--- config.mk ---
export PLATFORM = sky130hd
export DESIGN_NAME = sapc_ctrl
export DESIGN_NICKNAME = d
export VERILOG_FILES = /design/src/verilog/sapc_pkg.sv /design/src/verilog/sapc_sar_if.sv /design/src/verilog/sapc_sar.sv /design/src/verilog/sapc_ctrl.sv
export VERILOG_INCLUDE_DIRS = /design/src /design/src/verilog
export SDC_FILE = /design/constraint.sdc
export NUM_CORES = 1
export LEC_CHECK = 0
export BUFFER_PORTS_ARGS = -buffer_cell sky130_fd_sc_hd__buf_2
export CORE_ASPECT_RATIO = 1.4
export CORE_MARGIN = 2
export CORE_UTILIZATION = 42
export DETAILED_ROUTE_END_ITERATION = 8
export PLACE_DENSITY = 0.56
export SLEW_MARGIN = 20
export SYNTH_ARGS = -nofsm -noshare
export SYNTH_HDL_FRONTEND = slang
export SYNTH_SLANG_ARGS = --single-unit
--- constraint.sdc ---
create_clock -name CLK_SYS -period 3 [get_ports CLK_SYS]
set_input_delay 0 -clock CLK_SYS [delete_from_list [all_inputs] [get_ports CLK_SYS]]
set_output_delay 0 -clock CLK_SYS [all_outputs]
set_load 0.01 [all_outputs]
--- src/verilog/sapc_params.svh ---
// timing constants and field positions for the SAR converter control block
// assumes a 100 MHz system clock on CLK_SYS
// Operation
// - Every sample yields one 16-bit result
// - First strobe fall, select low: acquire
// - First strobe fall with select high ignored
// - Second fall ends acquisition, starts conversion
// - Select at second fall: standby/shutdown
// - Standby keeps reference powered
// - Shutdown powers reference off after conversion
// - Standby plus fall, select low: acquire
// - Shutdown plus fall wakes reference, acquire
// - Conversion done within 4.7us
// - End flag low when result valid
// - Data outputs float during acquire, convert
// - Third fall, select high: drive result
// - Strobe high floats the bus
// - After read wait for next fall
// - Upper select picks high byte
// - Result in offset binary
`ifndef SAPC_PARAMS_SVH
`define SAPC_PARAMS_SVH
`define SAPC_CLK_PERIOD_NS 10
`define SAPC_CONV_TIME_NS 4700
`define SAPC_CONV_CYCLES (`SAPC_CONV_TIME_NS / `SAPC_CLK_PERIOD_NS)
`define SAPC_RESULT_BITS 16
`define SAPC_BYTE_BITS 8
`define SAPC_HIGH_LSB 8
`define SAPC_MIDSCALE 16'h8000
`endif

--- src/verilog/sapc_pkg.sv ---
// types shared by the converter control files
package sapc_pkg;
  typedef enum logic [2:0] {
    SAPC_OFF     = 3'b000,
    SAPC_ACQUIRE = 3'b001,
    SAPC_CONVERT = 3'b011,
    SAPC_DONE    = 3'b010,
    SAPC_READ    = 3'b110
  } sapc_state_t;
endpackage : sapc_pkg

--- src/verilog/sapc_sar_if.sv ---
// handshake between sequencer and SAR engine
// assumes one clock domain
`timescale 1ns/1ns
`default_nettype none
interface sapc_sar_if;
  logic start;
  logic done;
  logic [15:0] code;
  modport seq (output start, input done, input code);
  modport eng (input start, output done, output code);
endinterface : sapc_sar_if
`default_nettype wire

--- src/verilog/sapc_sar.sv ---
// successive-approximation engine; comparator decision comes from outside
// assumes comparator input is already synchronous
`timescale 1ns/1ns
`default_nettype none
`include "sapc_params.svh"
module sapc_sar (
  // clock and reset
  input wire logic clk,
  input wire logic rst,
  // comparator: 1 when held sample above trial level
  input wire logic cmp_above,
  // sequencer side
  sapc_sar_if.eng sar
);
  localparam int STEP_CYCLES = `SAPC_CONV_CYCLES / 20;
  logic [15:0] trial;
  logic [15:0] bit_mask;
  logic [7:0] pace;
  logic busy;

  // bits resolved msb first; each decision gets a fixed settle time
  always_ff @(posedge clk or posedge rst)
  begin
    if (rst)
    begin
      trial <= 16'h0000;
      bit_mask <= 16'h0000;
      pace <= 8'h00;
      busy <= 1'b0;
      sar.done <= 1'b0;
      sar.code <= 16'h0000;
    end
    else
    begin
      sar.done <= 1'b0;
      if (sar.start)
      begin
        trial <= `SAPC_MIDSCALE;
        bit_mask <= `SAPC_MIDSCALE;
        pace <= 8'h00;
        busy <= 1'b1;
      end
      else if (busy)
      begin
        if (pace != 8'(STEP_CYCLES - 1))
          pace <= pace + 8'h01;
        else
        begin
          pace <= 8'h00;
          // offset binary: all-zero is most negative, midscale is zero
          if (bit_mask == 16'h0001)
          begin
            sar.code <= cmp_above ? trial : (trial & ~bit_mask);
            sar.done <= 1'b1;
            busy <= 1'b0;
          end
          else
          begin
            trial <= (cmp_above ? trial : (trial & ~bit_mask)) | (bit_mask >> 1);
            bit_mask <= bit_mask >> 1;
          end
        end
      end
    end
  end
endmodule : sapc_sar
`default_nettype wire

--- src/verilog/sapc_ctrl.sv ---
// converter control sequencer and byte-wide tri-state result port
// assumes strobe pins asynchronous to CLK_SYS; bus wire resolved outside
`timescale 1ns/1ns
`default_nettype none
`include "sapc_params.svh"
module sapc_ctrl (
  // clock and reset
  input wire logic CLK_SYS,
  input wire logic SYS_RST,
  // host control pins
  input wire logic CONVERT_STROBE_N,
  input wire logic READ_CONVERT_SEL,
  input wire logic UPPER_BYTE_SELECT,
  // comparator decision from analog front end
  input wire logic CMP_ABOVE,
  // result bus, enable low while driving
  output logic [7:0] RESULT_BITS_O,
  output logic RESULT_BITS_OE_N,
  // status and analog controls
  output logic END_OF_CONV_N,
  output logic TRACK_HOLD_CLOSED,
  output logic CORE_POWER_ON,
  output logic REFERENCE_ON
);
  logic [1:0] strobe_sync;
  logic [1:0] sel_sync;
  logic [1:0] upper_sync;
  logic strobe_prev;
  logic strobe_fall;
  logic strobe_rise;
  logic shutdown_next;
  logic [15:0] result;
  sapc_pkg::sapc_state_t state;
  sapc_pkg::sapc_state_t next_state;
  sapc_sar_if sar_bus ();

  // pins pass two flops; only the second stage is used
  always_ff @(posedge CLK_SYS or posedge SYS_RST)
  begin
    if (SYS_RST)
    begin
      strobe_sync <= 2'h3;
      sel_sync <= 2'h0;
      upper_sync <= 2'h0;
      strobe_prev <= 1'b1;
    end
    else
    begin
      strobe_sync <= {strobe_sync[0], CONVERT_STROBE_N};
      sel_sync <= {sel_sync[0], READ_CONVERT_SEL};
      upper_sync <= {upper_sync[0], UPPER_BYTE_SELECT};
      strobe_prev <= strobe_sync[1];
    end
  end

  assign strobe_fall = strobe_prev & ~strobe_sync[1];
  assign strobe_rise = ~strobe_prev & strobe_sync[1];

  always_comb
  begin
    next_state = state;
    case (state)
      sapc_pkg::SAPC_OFF,
      sapc_pkg::SAPC_DONE:
        if (strobe_fall && !sel_sync[1])
          next_state = sapc_pkg::SAPC_ACQUIRE;
        else if (strobe_fall && state == sapc_pkg::SAPC_DONE)
          next_state = sapc_pkg::SAPC_READ;
      sapc_pkg::SAPC_ACQUIRE:
        if (strobe_fall)
          next_state = sapc_pkg::SAPC_CONVERT;
      sapc_pkg::SAPC_CONVERT:
        if (sar_bus.done)
          next_state = sapc_pkg::SAPC_DONE;
      sapc_pkg::SAPC_READ:
        if (strobe_rise)
          next_state = sapc_pkg::SAPC_DONE;
      default:
        next_state = sapc_pkg::SAPC_OFF;
    endcase
  end

  always_ff @(posedge CLK_SYS or posedge SYS_RST)
  begin
    if (SYS_RST)
      state <= sapc_pkg::SAPC_OFF;
    else
      state <= next_state;
  end

  // power mode is chosen by select level at the conversion-start edge
  always_ff @(posedge CLK_SYS or posedge SYS_RST)
  begin
    if (SYS_RST)
      shutdown_next <= 1'b1;
    else if (state == sapc_pkg::SAPC_ACQUIRE && strobe_fall)
      shutdown_next <= sel_sync[1];
  end

  assign sar_bus.start = (state == sapc_pkg::SAPC_ACQUIRE) && strobe_fall;

  sapc_sar u_sar (
    .clk(CLK_SYS),
    .rst(SYS_RST),
    .cmp_above(CMP_ABOVE),
    .sar(sar_bus.eng)
  );

  always_ff @(posedge CLK_SYS or posedge SYS_RST)
  begin
    if (SYS_RST)
      result <= 16'h0000;
    else if (sar_bus.done)
      result <= sar_bus.code;
  end

  // analog power controls; reference stays up in standby
  always_ff @(posedge CLK_SYS or posedge SYS_RST)
  begin
    if (SYS_RST)
    begin
      CORE_POWER_ON <= 1'b0;
      REFERENCE_ON <= 1'b0;
      TRACK_HOLD_CLOSED <= 1'b0;
    end
    else
    begin
      TRACK_HOLD_CLOSED <= (next_state == sapc_pkg::SAPC_ACQUIRE);
      if (next_state == sapc_pkg::SAPC_ACQUIRE)
      begin
        CORE_POWER_ON <= 1'b1;
        REFERENCE_ON <= 1'b1;
      end
      else if (state == sapc_pkg::SAPC_CONVERT && sar_bus.done)
      begin
        CORE_POWER_ON <= !shutdown_next;
        REFERENCE_ON <= !shutdown_next;
      end
    end
  end

  always_ff @(posedge CLK_SYS or posedge SYS_RST)
  begin
    if (SYS_RST)
      END_OF_CONV_N <= 1'b1;
    else if (next_state == sapc_pkg::SAPC_ACQUIRE)
      END_OF_CONV_N <= 1'b1;
    else if (state == sapc_pkg::SAPC_CONVERT && sar_bus.done)
      END_OF_CONV_N <= 1'b0;
  end

  // byte select followed live while driving
  always_ff @(posedge CLK_SYS or posedge SYS_RST)
  begin
    if (SYS_RST)
    begin
      RESULT_BITS_O <= 8'h00;
      RESULT_BITS_OE_N <= 1'b1;
    end
    else
    begin
      RESULT_BITS_OE_N <= (next_state != sapc_pkg::SAPC_READ);
      RESULT_BITS_O <= upper_sync[1] ? result[15:8] : result[7:0];
    end
  end

  a_float_outside_read: assert property (@(posedge CLK_SYS) disable iff (SYS_RST)
    (state == sapc_pkg::SAPC_ACQUIRE || state == sapc_pkg::SAPC_CONVERT) |-> RESULT_BITS_OE_N)
    else $error("bus driven during acquire or convert");
  a_conv_time_bound: assert property (@(posedge CLK_SYS) disable iff (SYS_RST)
    sar_bus.start |-> ##[1:469] (state == sapc_pkg::SAPC_CONVERT && sar_bus.done))
    else $error("conversion too slow");
  a_eoc_on_done: assert property (@(posedge CLK_SYS) disable iff (SYS_RST)
    (state == sapc_pkg::SAPC_CONVERT && sar_bus.done) |=> !END_OF_CONV_N)
    else $error("end flag not low after conversion");
  a_ignore_high_sel: assert property (@(posedge CLK_SYS) disable iff (SYS_RST)
    (state == sapc_pkg::SAPC_OFF && strobe_fall && sel_sync[1]) |=>
      state == sapc_pkg::SAPC_OFF)
    else $error("start with select high not ignored");
  a_start_acquire: assert property (@(posedge CLK_SYS) disable iff (SYS_RST)
    (state == sapc_pkg::SAPC_OFF && strobe_fall && !sel_sync[1]) |=> ##1
      (TRACK_HOLD_CLOSED && REFERENCE_ON))
    else $error("acquire not entered");
  a_shutdown_ref: assert property (@(posedge CLK_SYS) disable iff (SYS_RST)
    (state == sapc_pkg::SAPC_CONVERT && sar_bus.done && shutdown_next) |=> !REFERENCE_ON)
    else $error("reference left on in shutdown");
  a_standby_ref: assert property (@(posedge CLK_SYS) disable iff (SYS_RST)
    (state == sapc_pkg::SAPC_CONVERT && sar_bus.done && !shutdown_next) |=> REFERENCE_ON)
    else $error("reference dropped in standby");
  a_read_drives: assert property (@(posedge CLK_SYS) disable iff (SYS_RST)
    (state == sapc_pkg::SAPC_DONE && strobe_fall && sel_sync[1]) |=> !RESULT_BITS_OE_N)
    else $error("read did not drive bus");
  a_release_bus: assert property (@(posedge CLK_SYS) disable iff (SYS_RST)
    (state == sapc_pkg::SAPC_READ && strobe_rise) |=> RESULT_BITS_OE_N)
    else $error("bus not released");
  a_byte_pick: assert property (@(posedge CLK_SYS) disable iff (SYS_RST)
    (!RESULT_BITS_OE_N && $stable(upper_sync[1]) && $stable(result)) |->
      RESULT_BITS_O == (upper_sync[1] ? result[15:8] : result[7:0]))
    else $error("wrong byte on bus");

  // checker helpers; the conversion bound is too long for a delay range alone
  logic [9:0] conv_age;
  logic saw_done;

  always_ff @(posedge CLK_SYS or posedge SYS_RST)
  begin
    if (SYS_RST)
      conv_age <= 10'h000;
    else if (sar_bus.start)
      conv_age <= 10'h001;
    else if (state == sapc_pkg::SAPC_CONVERT && conv_age != 10'h3FF)
      conv_age <= conv_age + 10'h001;
  end

  // a read is only legal once a result has been produced
  always_ff @(posedge CLK_SYS or posedge SYS_RST)
  begin
    if (SYS_RST)
      saw_done <= 1'b0;
    else if (sar_bus.done)
      saw_done <= 1'b1;
    else if (sar_bus.start)
      saw_done <= 1'b0;
  end

  // conversion timing and end flag
  a_conv_age_limit: assert property (@(posedge CLK_SYS) disable iff (SYS_RST)
    (state == sapc_pkg::SAPC_CONVERT) |->
      (conv_age <= 10'(`SAPC_CONV_CYCLES)))
    else $error("conversion ran past its bound");

  a_eoc_high_busy: assert property (@(posedge CLK_SYS) disable iff (SYS_RST)
    (state == sapc_pkg::SAPC_ACQUIRE || state == sapc_pkg::SAPC_CONVERT) |->
      END_OF_CONV_N)
    else $error("end flag low while busy");

  a_eoc_low_ready: assert property (@(posedge CLK_SYS) disable iff (SYS_RST)
    (state == sapc_pkg::SAPC_DONE || state == sapc_pkg::SAPC_READ) |->
      !END_OF_CONV_N)
    else $error("end flag high with result ready");

  a_done_once: assert property (@(posedge CLK_SYS) disable iff (SYS_RST)
    sar_bus.done |=>
      !sar_bus.done)
    else $error("engine done longer than one cycle");

  a_sar_idle_acq: assert property (@(posedge CLK_SYS) disable iff (SYS_RST)
    (state == sapc_pkg::SAPC_ACQUIRE) |->
      !sar_bus.done)
    else $error("engine finished during acquisition");

  // track-and-hold and phase order
  a_th_closed_acq: assert property (@(posedge CLK_SYS) disable iff (SYS_RST)
    (state == sapc_pkg::SAPC_ACQUIRE) |->
      TRACK_HOLD_CLOSED)
    else $error("track-and-hold open in acquisition");

  a_acq_stays: assert property (@(posedge CLK_SYS) disable iff (SYS_RST)
    (state == sapc_pkg::SAPC_ACQUIRE && !strobe_fall) |=>
      (state == sapc_pkg::SAPC_ACQUIRE))
    else $error("acquisition left without strobe");

  a_th_open_convert: assert property (@(posedge CLK_SYS) disable iff (SYS_RST)
    (state == sapc_pkg::SAPC_CONVERT) |->
      !TRACK_HOLD_CLOSED)
    else $error("track-and-hold closed in conversion");

  a_convert_entry: assert property (@(posedge CLK_SYS) disable iff (SYS_RST)
    (state == sapc_pkg::SAPC_ACQUIRE && strobe_fall) |=>
      (state == sapc_pkg::SAPC_CONVERT && !TRACK_HOLD_CLOSED))
    else $error("conversion not started");

  a_off_quiet: assert property (@(posedge CLK_SYS) disable iff (SYS_RST)
    (state == sapc_pkg::SAPC_OFF) |->
      (RESULT_BITS_OE_N && END_OF_CONV_N && !TRACK_HOLD_CLOSED))
    else $error("idle device not quiet");

  a_acq_from_done: assert property (@(posedge CLK_SYS) disable iff (SYS_RST)
    (state == sapc_pkg::SAPC_DONE && strobe_fall && !sel_sync[1]) |=>
      (state == sapc_pkg::SAPC_ACQUIRE))
    else $error("no acquisition from standby");

  // power modes
  a_sel_latched: assert property (@(posedge CLK_SYS) disable iff (SYS_RST)
    (state == sapc_pkg::SAPC_ACQUIRE && strobe_fall) |=>
      (shutdown_next == $past(sel_sync[1])))
    else $error("power mode not latched");

  a_power_acquire: assert property (@(posedge CLK_SYS) disable iff (SYS_RST)
    (state == sapc_pkg::SAPC_ACQUIRE) |->
      (CORE_POWER_ON && REFERENCE_ON))
    else $error("unpowered during acquisition");

  a_ref_up_convert: assert property (@(posedge CLK_SYS) disable iff (SYS_RST)
    (state == sapc_pkg::SAPC_CONVERT) |->
      REFERENCE_ON)
    else $error("reference off during conversion");

  a_mode_power: assert property (@(posedge CLK_SYS) disable iff (SYS_RST)
    (state == sapc_pkg::SAPC_DONE || state == sapc_pkg::SAPC_READ) |->
      (REFERENCE_ON == !shutdown_next))
    else $error("reference does not follow power mode");

  a_shutdown_core: assert property (@(posedge CLK_SYS) disable iff (SYS_RST)
    ((state == sapc_pkg::SAPC_DONE || state == sapc_pkg::SAPC_READ) && shutdown_next) |->
      !CORE_POWER_ON)
    else $error("core left on in shutdown");

  // result and bus
  a_result_on_done: assert property (@(posedge CLK_SYS) disable iff (SYS_RST)
    sar_bus.done |=>
      (result == $past(sar_bus.code)))
    else $error("result not captured");

  a_result_kept: assert property (@(posedge CLK_SYS) disable iff (SYS_RST)
    !sar_bus.done |=>
      $stable(result))
    else $error("result changed without conversion");

  a_bus_float_done: assert property (@(posedge CLK_SYS) disable iff (SYS_RST)
    (state == sapc_pkg::SAPC_DONE) |->
      RESULT_BITS_OE_N)
    else $error("bus driven outside read");

  a_drive_in_read: assert property (@(posedge CLK_SYS) disable iff (SYS_RST)
    (state == sapc_pkg::SAPC_READ) |->
      !RESULT_BITS_OE_N)
    else $error("bus not driven in read");

  a_read_holds: assert property (@(posedge CLK_SYS) disable iff (SYS_RST)
    (state == sapc_pkg::SAPC_READ && !strobe_rise) |=>
      (state == sapc_pkg::SAPC_READ && !RESULT_BITS_OE_N))
    else $error("read ended without strobe rise");

  a_read_after_done: assert property (@(posedge CLK_SYS) disable iff (SYS_RST)
    (state == sapc_pkg::SAPC_READ) |->
      saw_done)
    else $error("read without a result");

  a_no_read_early: assert property (@(posedge CLK_SYS) disable iff (SYS_RST)
    (state == sapc_pkg::SAPC_ACQUIRE && strobe_fall && sel_sync[1]) |=>
      RESULT_BITS_OE_N)
    else $error("bus driven at conversion start");

  a_upper_byte: assert property (@(posedge CLK_SYS) disable iff (SYS_RST)
    (!RESULT_BITS_OE_N && $past(upper_sync[1]) && $stable(result)) |->
      (RESULT_BITS_O == result[15:8]))
    else $error("upper byte not on bus");

  a_lower_byte: assert property (@(posedge CLK_SYS) disable iff (SYS_RST)
    (!RESULT_BITS_OE_N && !$past(upper_sync[1]) && $stable(result)) |->
      (RESULT_BITS_O == result[7:0]))
    else $error("lower byte not on bus");
endmodule : sapc_ctrl
`default_nettype wire

==> impl_metrics.py <==
metrics = {
    "run_status": {
        "status": "complete, no violations",
    },
    "layout": {
        "n_antenna_cell": 0,
        "nets": 385,
        "area_delta_synth_final_pct": 12.8,
        "fill_cells": 916,
        "drive_gt1_frac": 0.225,
        "fin_cells": 517,
    },
    "detailed_routing": {
        "drt-initial-drc-count": 113,
        "ant_nets": 0,
        "dr_total_vias": 2623,
        "drc": 0,
        "drt-pass1-iter-count": 4,
        "drt_wl_total_um": 7860,
        "vias_per_cell": 5.07,
        "wire_per_inst_um": 15.2,
    },
    "global_route": {
        "antenna_found_initial": 0,
        "grt_pass1_wl_um": 13300,
        "grt_usage": 0.160,
        "grt_max_degree": 60,
        "overflow": 0,
        "grt_pass1_vias": 2633,
    },
    "die": {
        "start_util": 0.427,
        "core_area_um2": 9790,
        "std_cell_rows": 43,
        "ios": 19,
        "die_w_um": 88.4,
        "die_h_um": 122,
        "dieArea_um2": 10800,
    },
    "synthesis": {
        "synth-edff-count": 0,
        "synth_top_area_share": 0.544,
        "synthesis.nets": 365,
        "synth-seq-cells": 97,
        "seq_area_frac_synth": 0.582,
        "synth.area.top_cells": "dfrtp_1 54%, mux2_2 6.7%, o21ai_0 5.5%, a21oi_1 4.2%, mux2i_1 4.1%",
        "synthArstFlopShare": 1.00,
        "synthFlopType": "dfrtp_1",
        "yosys_warnings": 0,
        "synthDistinctLibCells": 53,
        "synth_area_um2": 4180,
        "syn_inst": 357,
        "avgSynthCellArea_um2": 11.7,
        "synth.largest_area_cell": "dfrtp_1",
    },
    "pwr": {
        "p_clk_frac": 0.386,
        "p_sw_uw": 851,
        "internal_power_uw": 2330,
        "p_sw_frac": 0.268,
        "pwr-share-comb": 0.133,
        "p_leak_uw": 0.00213,
        "irDropWorstVdd_uv": 384,
        "power.share.sequential": 0.482,
        "cellPowerDensity_nw_per_um2": 674,
    },
    "clock_tree": {
        "cts_tree": "done",
        "cts_buffers": 9,
        "clk_path_buf_depth": 2,
        "htree_num_levels": 3,
        "cts.clk_slew.worst_paths_ps": 60,
        "root_buffer": "clkbuf_16",
        "cts_sinks": 97,
        "clk_latency_ps": 340,
        "post_cts_resized": 0,
    },
    "timing": {
        "hold_viol": 0,
        "tightest_slew_ps": 840,
        "fmax_ghz": 0.438,
        "final-setup-viol-count": 0,
        "fin_ws_ps": 719,
        "fin_crit_sh": 0.760,
        "grt_setup_unrepaired": "false",
        "slew_headroom": 0.440,
        "slew_violations": 0,
        "post-route-min-period_ps": 2280,
        "setup_tns_ps": 0,
        "skew_ps": 6.32,
    },
    "setup_path": {
        "cp_slowest_stage_delay_ps": 450,
        "crit_arrival_ps": 2510,
        "start_kind": "register",
        "worstPathMaxFanout": 18,
        "critPathSlowestCell": "dfrtp_1",
        "endpoint_kind": "register",
        "crit_chain": "nor4b_4 > nand4_2 > nor3_4 > buf_4 > mux2_1",
        "cp_data_required_time_ps": 3230,
        "crit_type": "register to register",
    },
    "placement": {
        "port_buffers": 18,
        "dpl.cell_count": 497,
        "place_congestion": 0.789,
        "pre_cts_ws_ps": 720,
        "place_hpwl_um": 5270,
    },
    "job": {
        "max-cap-violations": 0,
    },
    "worst_hold_path": {
        "hp-class": "primary input to register",
    },
}
sequential cells by signal, indices dropped and copies added, names as in the netlist, 2 cells and up:
signal and cells:
RESULT_BITS_O 8, result 16, sel_sync 2, state 3, strobe_sync 2, u_sar.bit_mask 16
u_sar.pace 8, u_sar.sar.code 16, u_sar.trial 16, upper_sync 2
path summary, 6_finish.rpt:
| check | cells after the start | slack [ps] | from | endpoint |
|---|---|---|---|---|
| worst max-delay path | 5 | 720 | u_sar.pace[5]$_DFFE_PP0P_ | u_sar.sar.code[15]$_DFFE_PP0P_ |
| worst min register to register | 0 | 350 | sel_sync[0]$_DFF_PP0_ | sel_sync[1]$_DFF_PP0_ |
| worst max register to register | 5 | 720 | u_sar.pace[5]$_DFFE_PP0P_ | u_sar.sar.code[15]$_DFFE_PP0P_ |
| min in group asynchronous | 3 | 330 | SYS_RST | result[12]$_DFFE_PP0P_ |
| max in group asynchronous | 4 | 1900 | SYS_RST | u_sar.bit_mask[1]$_DFFE_PP0P_ |
| worst min-delay path | 3 | 150 | CMP_ABOVE | u_sar.sar.code[5]$_DFFE_PP0P_ |
per-layer routing:
layer  vias up  track usage  share of wire
met2        38        0.258           0.50
met5         -            0              0
met3        10       0.0285          0.025
met1      1303        0.215           0.46
met4         0       0.0597          0.016
li1       1272            -              -
power by group through the flow:
stage | registers (uW) | logic, uW | clock network [uW]
final | 1530 | 421 | 1230
after global routing | 1550 | 474 | 1310
after CTS | 1530 | 425 | 1250
after detailed placement | 1550 | 421 | 0
after global placement | 1550 | 412 | 0
after floorplan | 1520 | 345 | 0
final cells by class:
| class | instances | area (um2) | area share |
|---|---|---|---|
| clock buffer | 10 | 229 | 0.0485 |
| clock inverter | 6 | 90.1 | 0.0191 |
| inverter | 35 | 134 | 0.0284 |
| multi-input combinational | 207 | 1490 | 0.317 |
| sequential | 97 | 2430 | 0.516 |
| tap | 135 | 169 | 0.0358 |
| timing repair buffer | 27 | 168 | 0.0355 |
cell usage in the layout (no fill, tap or decap), types with 7 or more instances in the layout:
cell type | netlist | layout
mux2i_1 | 17 | 17
o21ai_0 | 46 | 46
nor2_1 | 7 | 7
dfrtp_1 | 91 | 91
nand3_1 | 15 | 15
buf_2 | 1 | 18
mux2_2 | 25 | 25
clkbuf_16 | 0 | 9
nand2_1 | 7 | 7
inv_1 | 35 | 34
a21oi_1 | 35 | 35
timing repair:
action	in CTS	in global routing
hold buffers	4	0
buffers inserted	0	0
endpoints found under the hold margin	54	0
endpoints found under the setup margin	0	0
logic make-up (layout without fill, tap and decap cells):
family,after synthesis,count (layout),share of synthesized area
AOI/OAI and AO/OA,90,90,0.113
xor gates and xnor gates,5,5,0.0105
adders and majority gates,2,2,0.00598
buffers and inverters,53,78,0.0610
DFF,97,97,0.582
muxes,43,43,0.111
and+or+nand+nor,67,67,0.117
Yosys cell counts, drive strengths merged (5+ instances only):
master and count:
dfstp 6, nor2 7, mux2i 17, mux2 26, nor3 5, dfrtp 91, nand3 17, o21ai 47
nand2 7, buf 5, a21oi 35, clkbuf 13, nand4 6, inv 35
per-stage QoR:
| stage | area [um2] | power (uW) | hold WS (ps) | util |
|---|---|---|---|---|
| after floorplan | 4180 | 1870 | 4.48 | - |
| after global placement | 4360 | 1960 | 106 | 0.445 |
| after detailed placement | 4360 | 1970 | 112 | 0.445 |
| after CTS | 4720 | 3210 | 143 | 0.482 |
| after global routing | 4720 | 3330 | 161 | 0.482 |
| final | 4720 | 3180 | 152 | 0.482 |
critical path, delay by kind of cell (launching register included):
kind,cells,cell delay (ps)
flops,1,450
simple gates,3,1050
buf+inv,1,300
mux,1,350
Power figures use the tool's default switching activity.
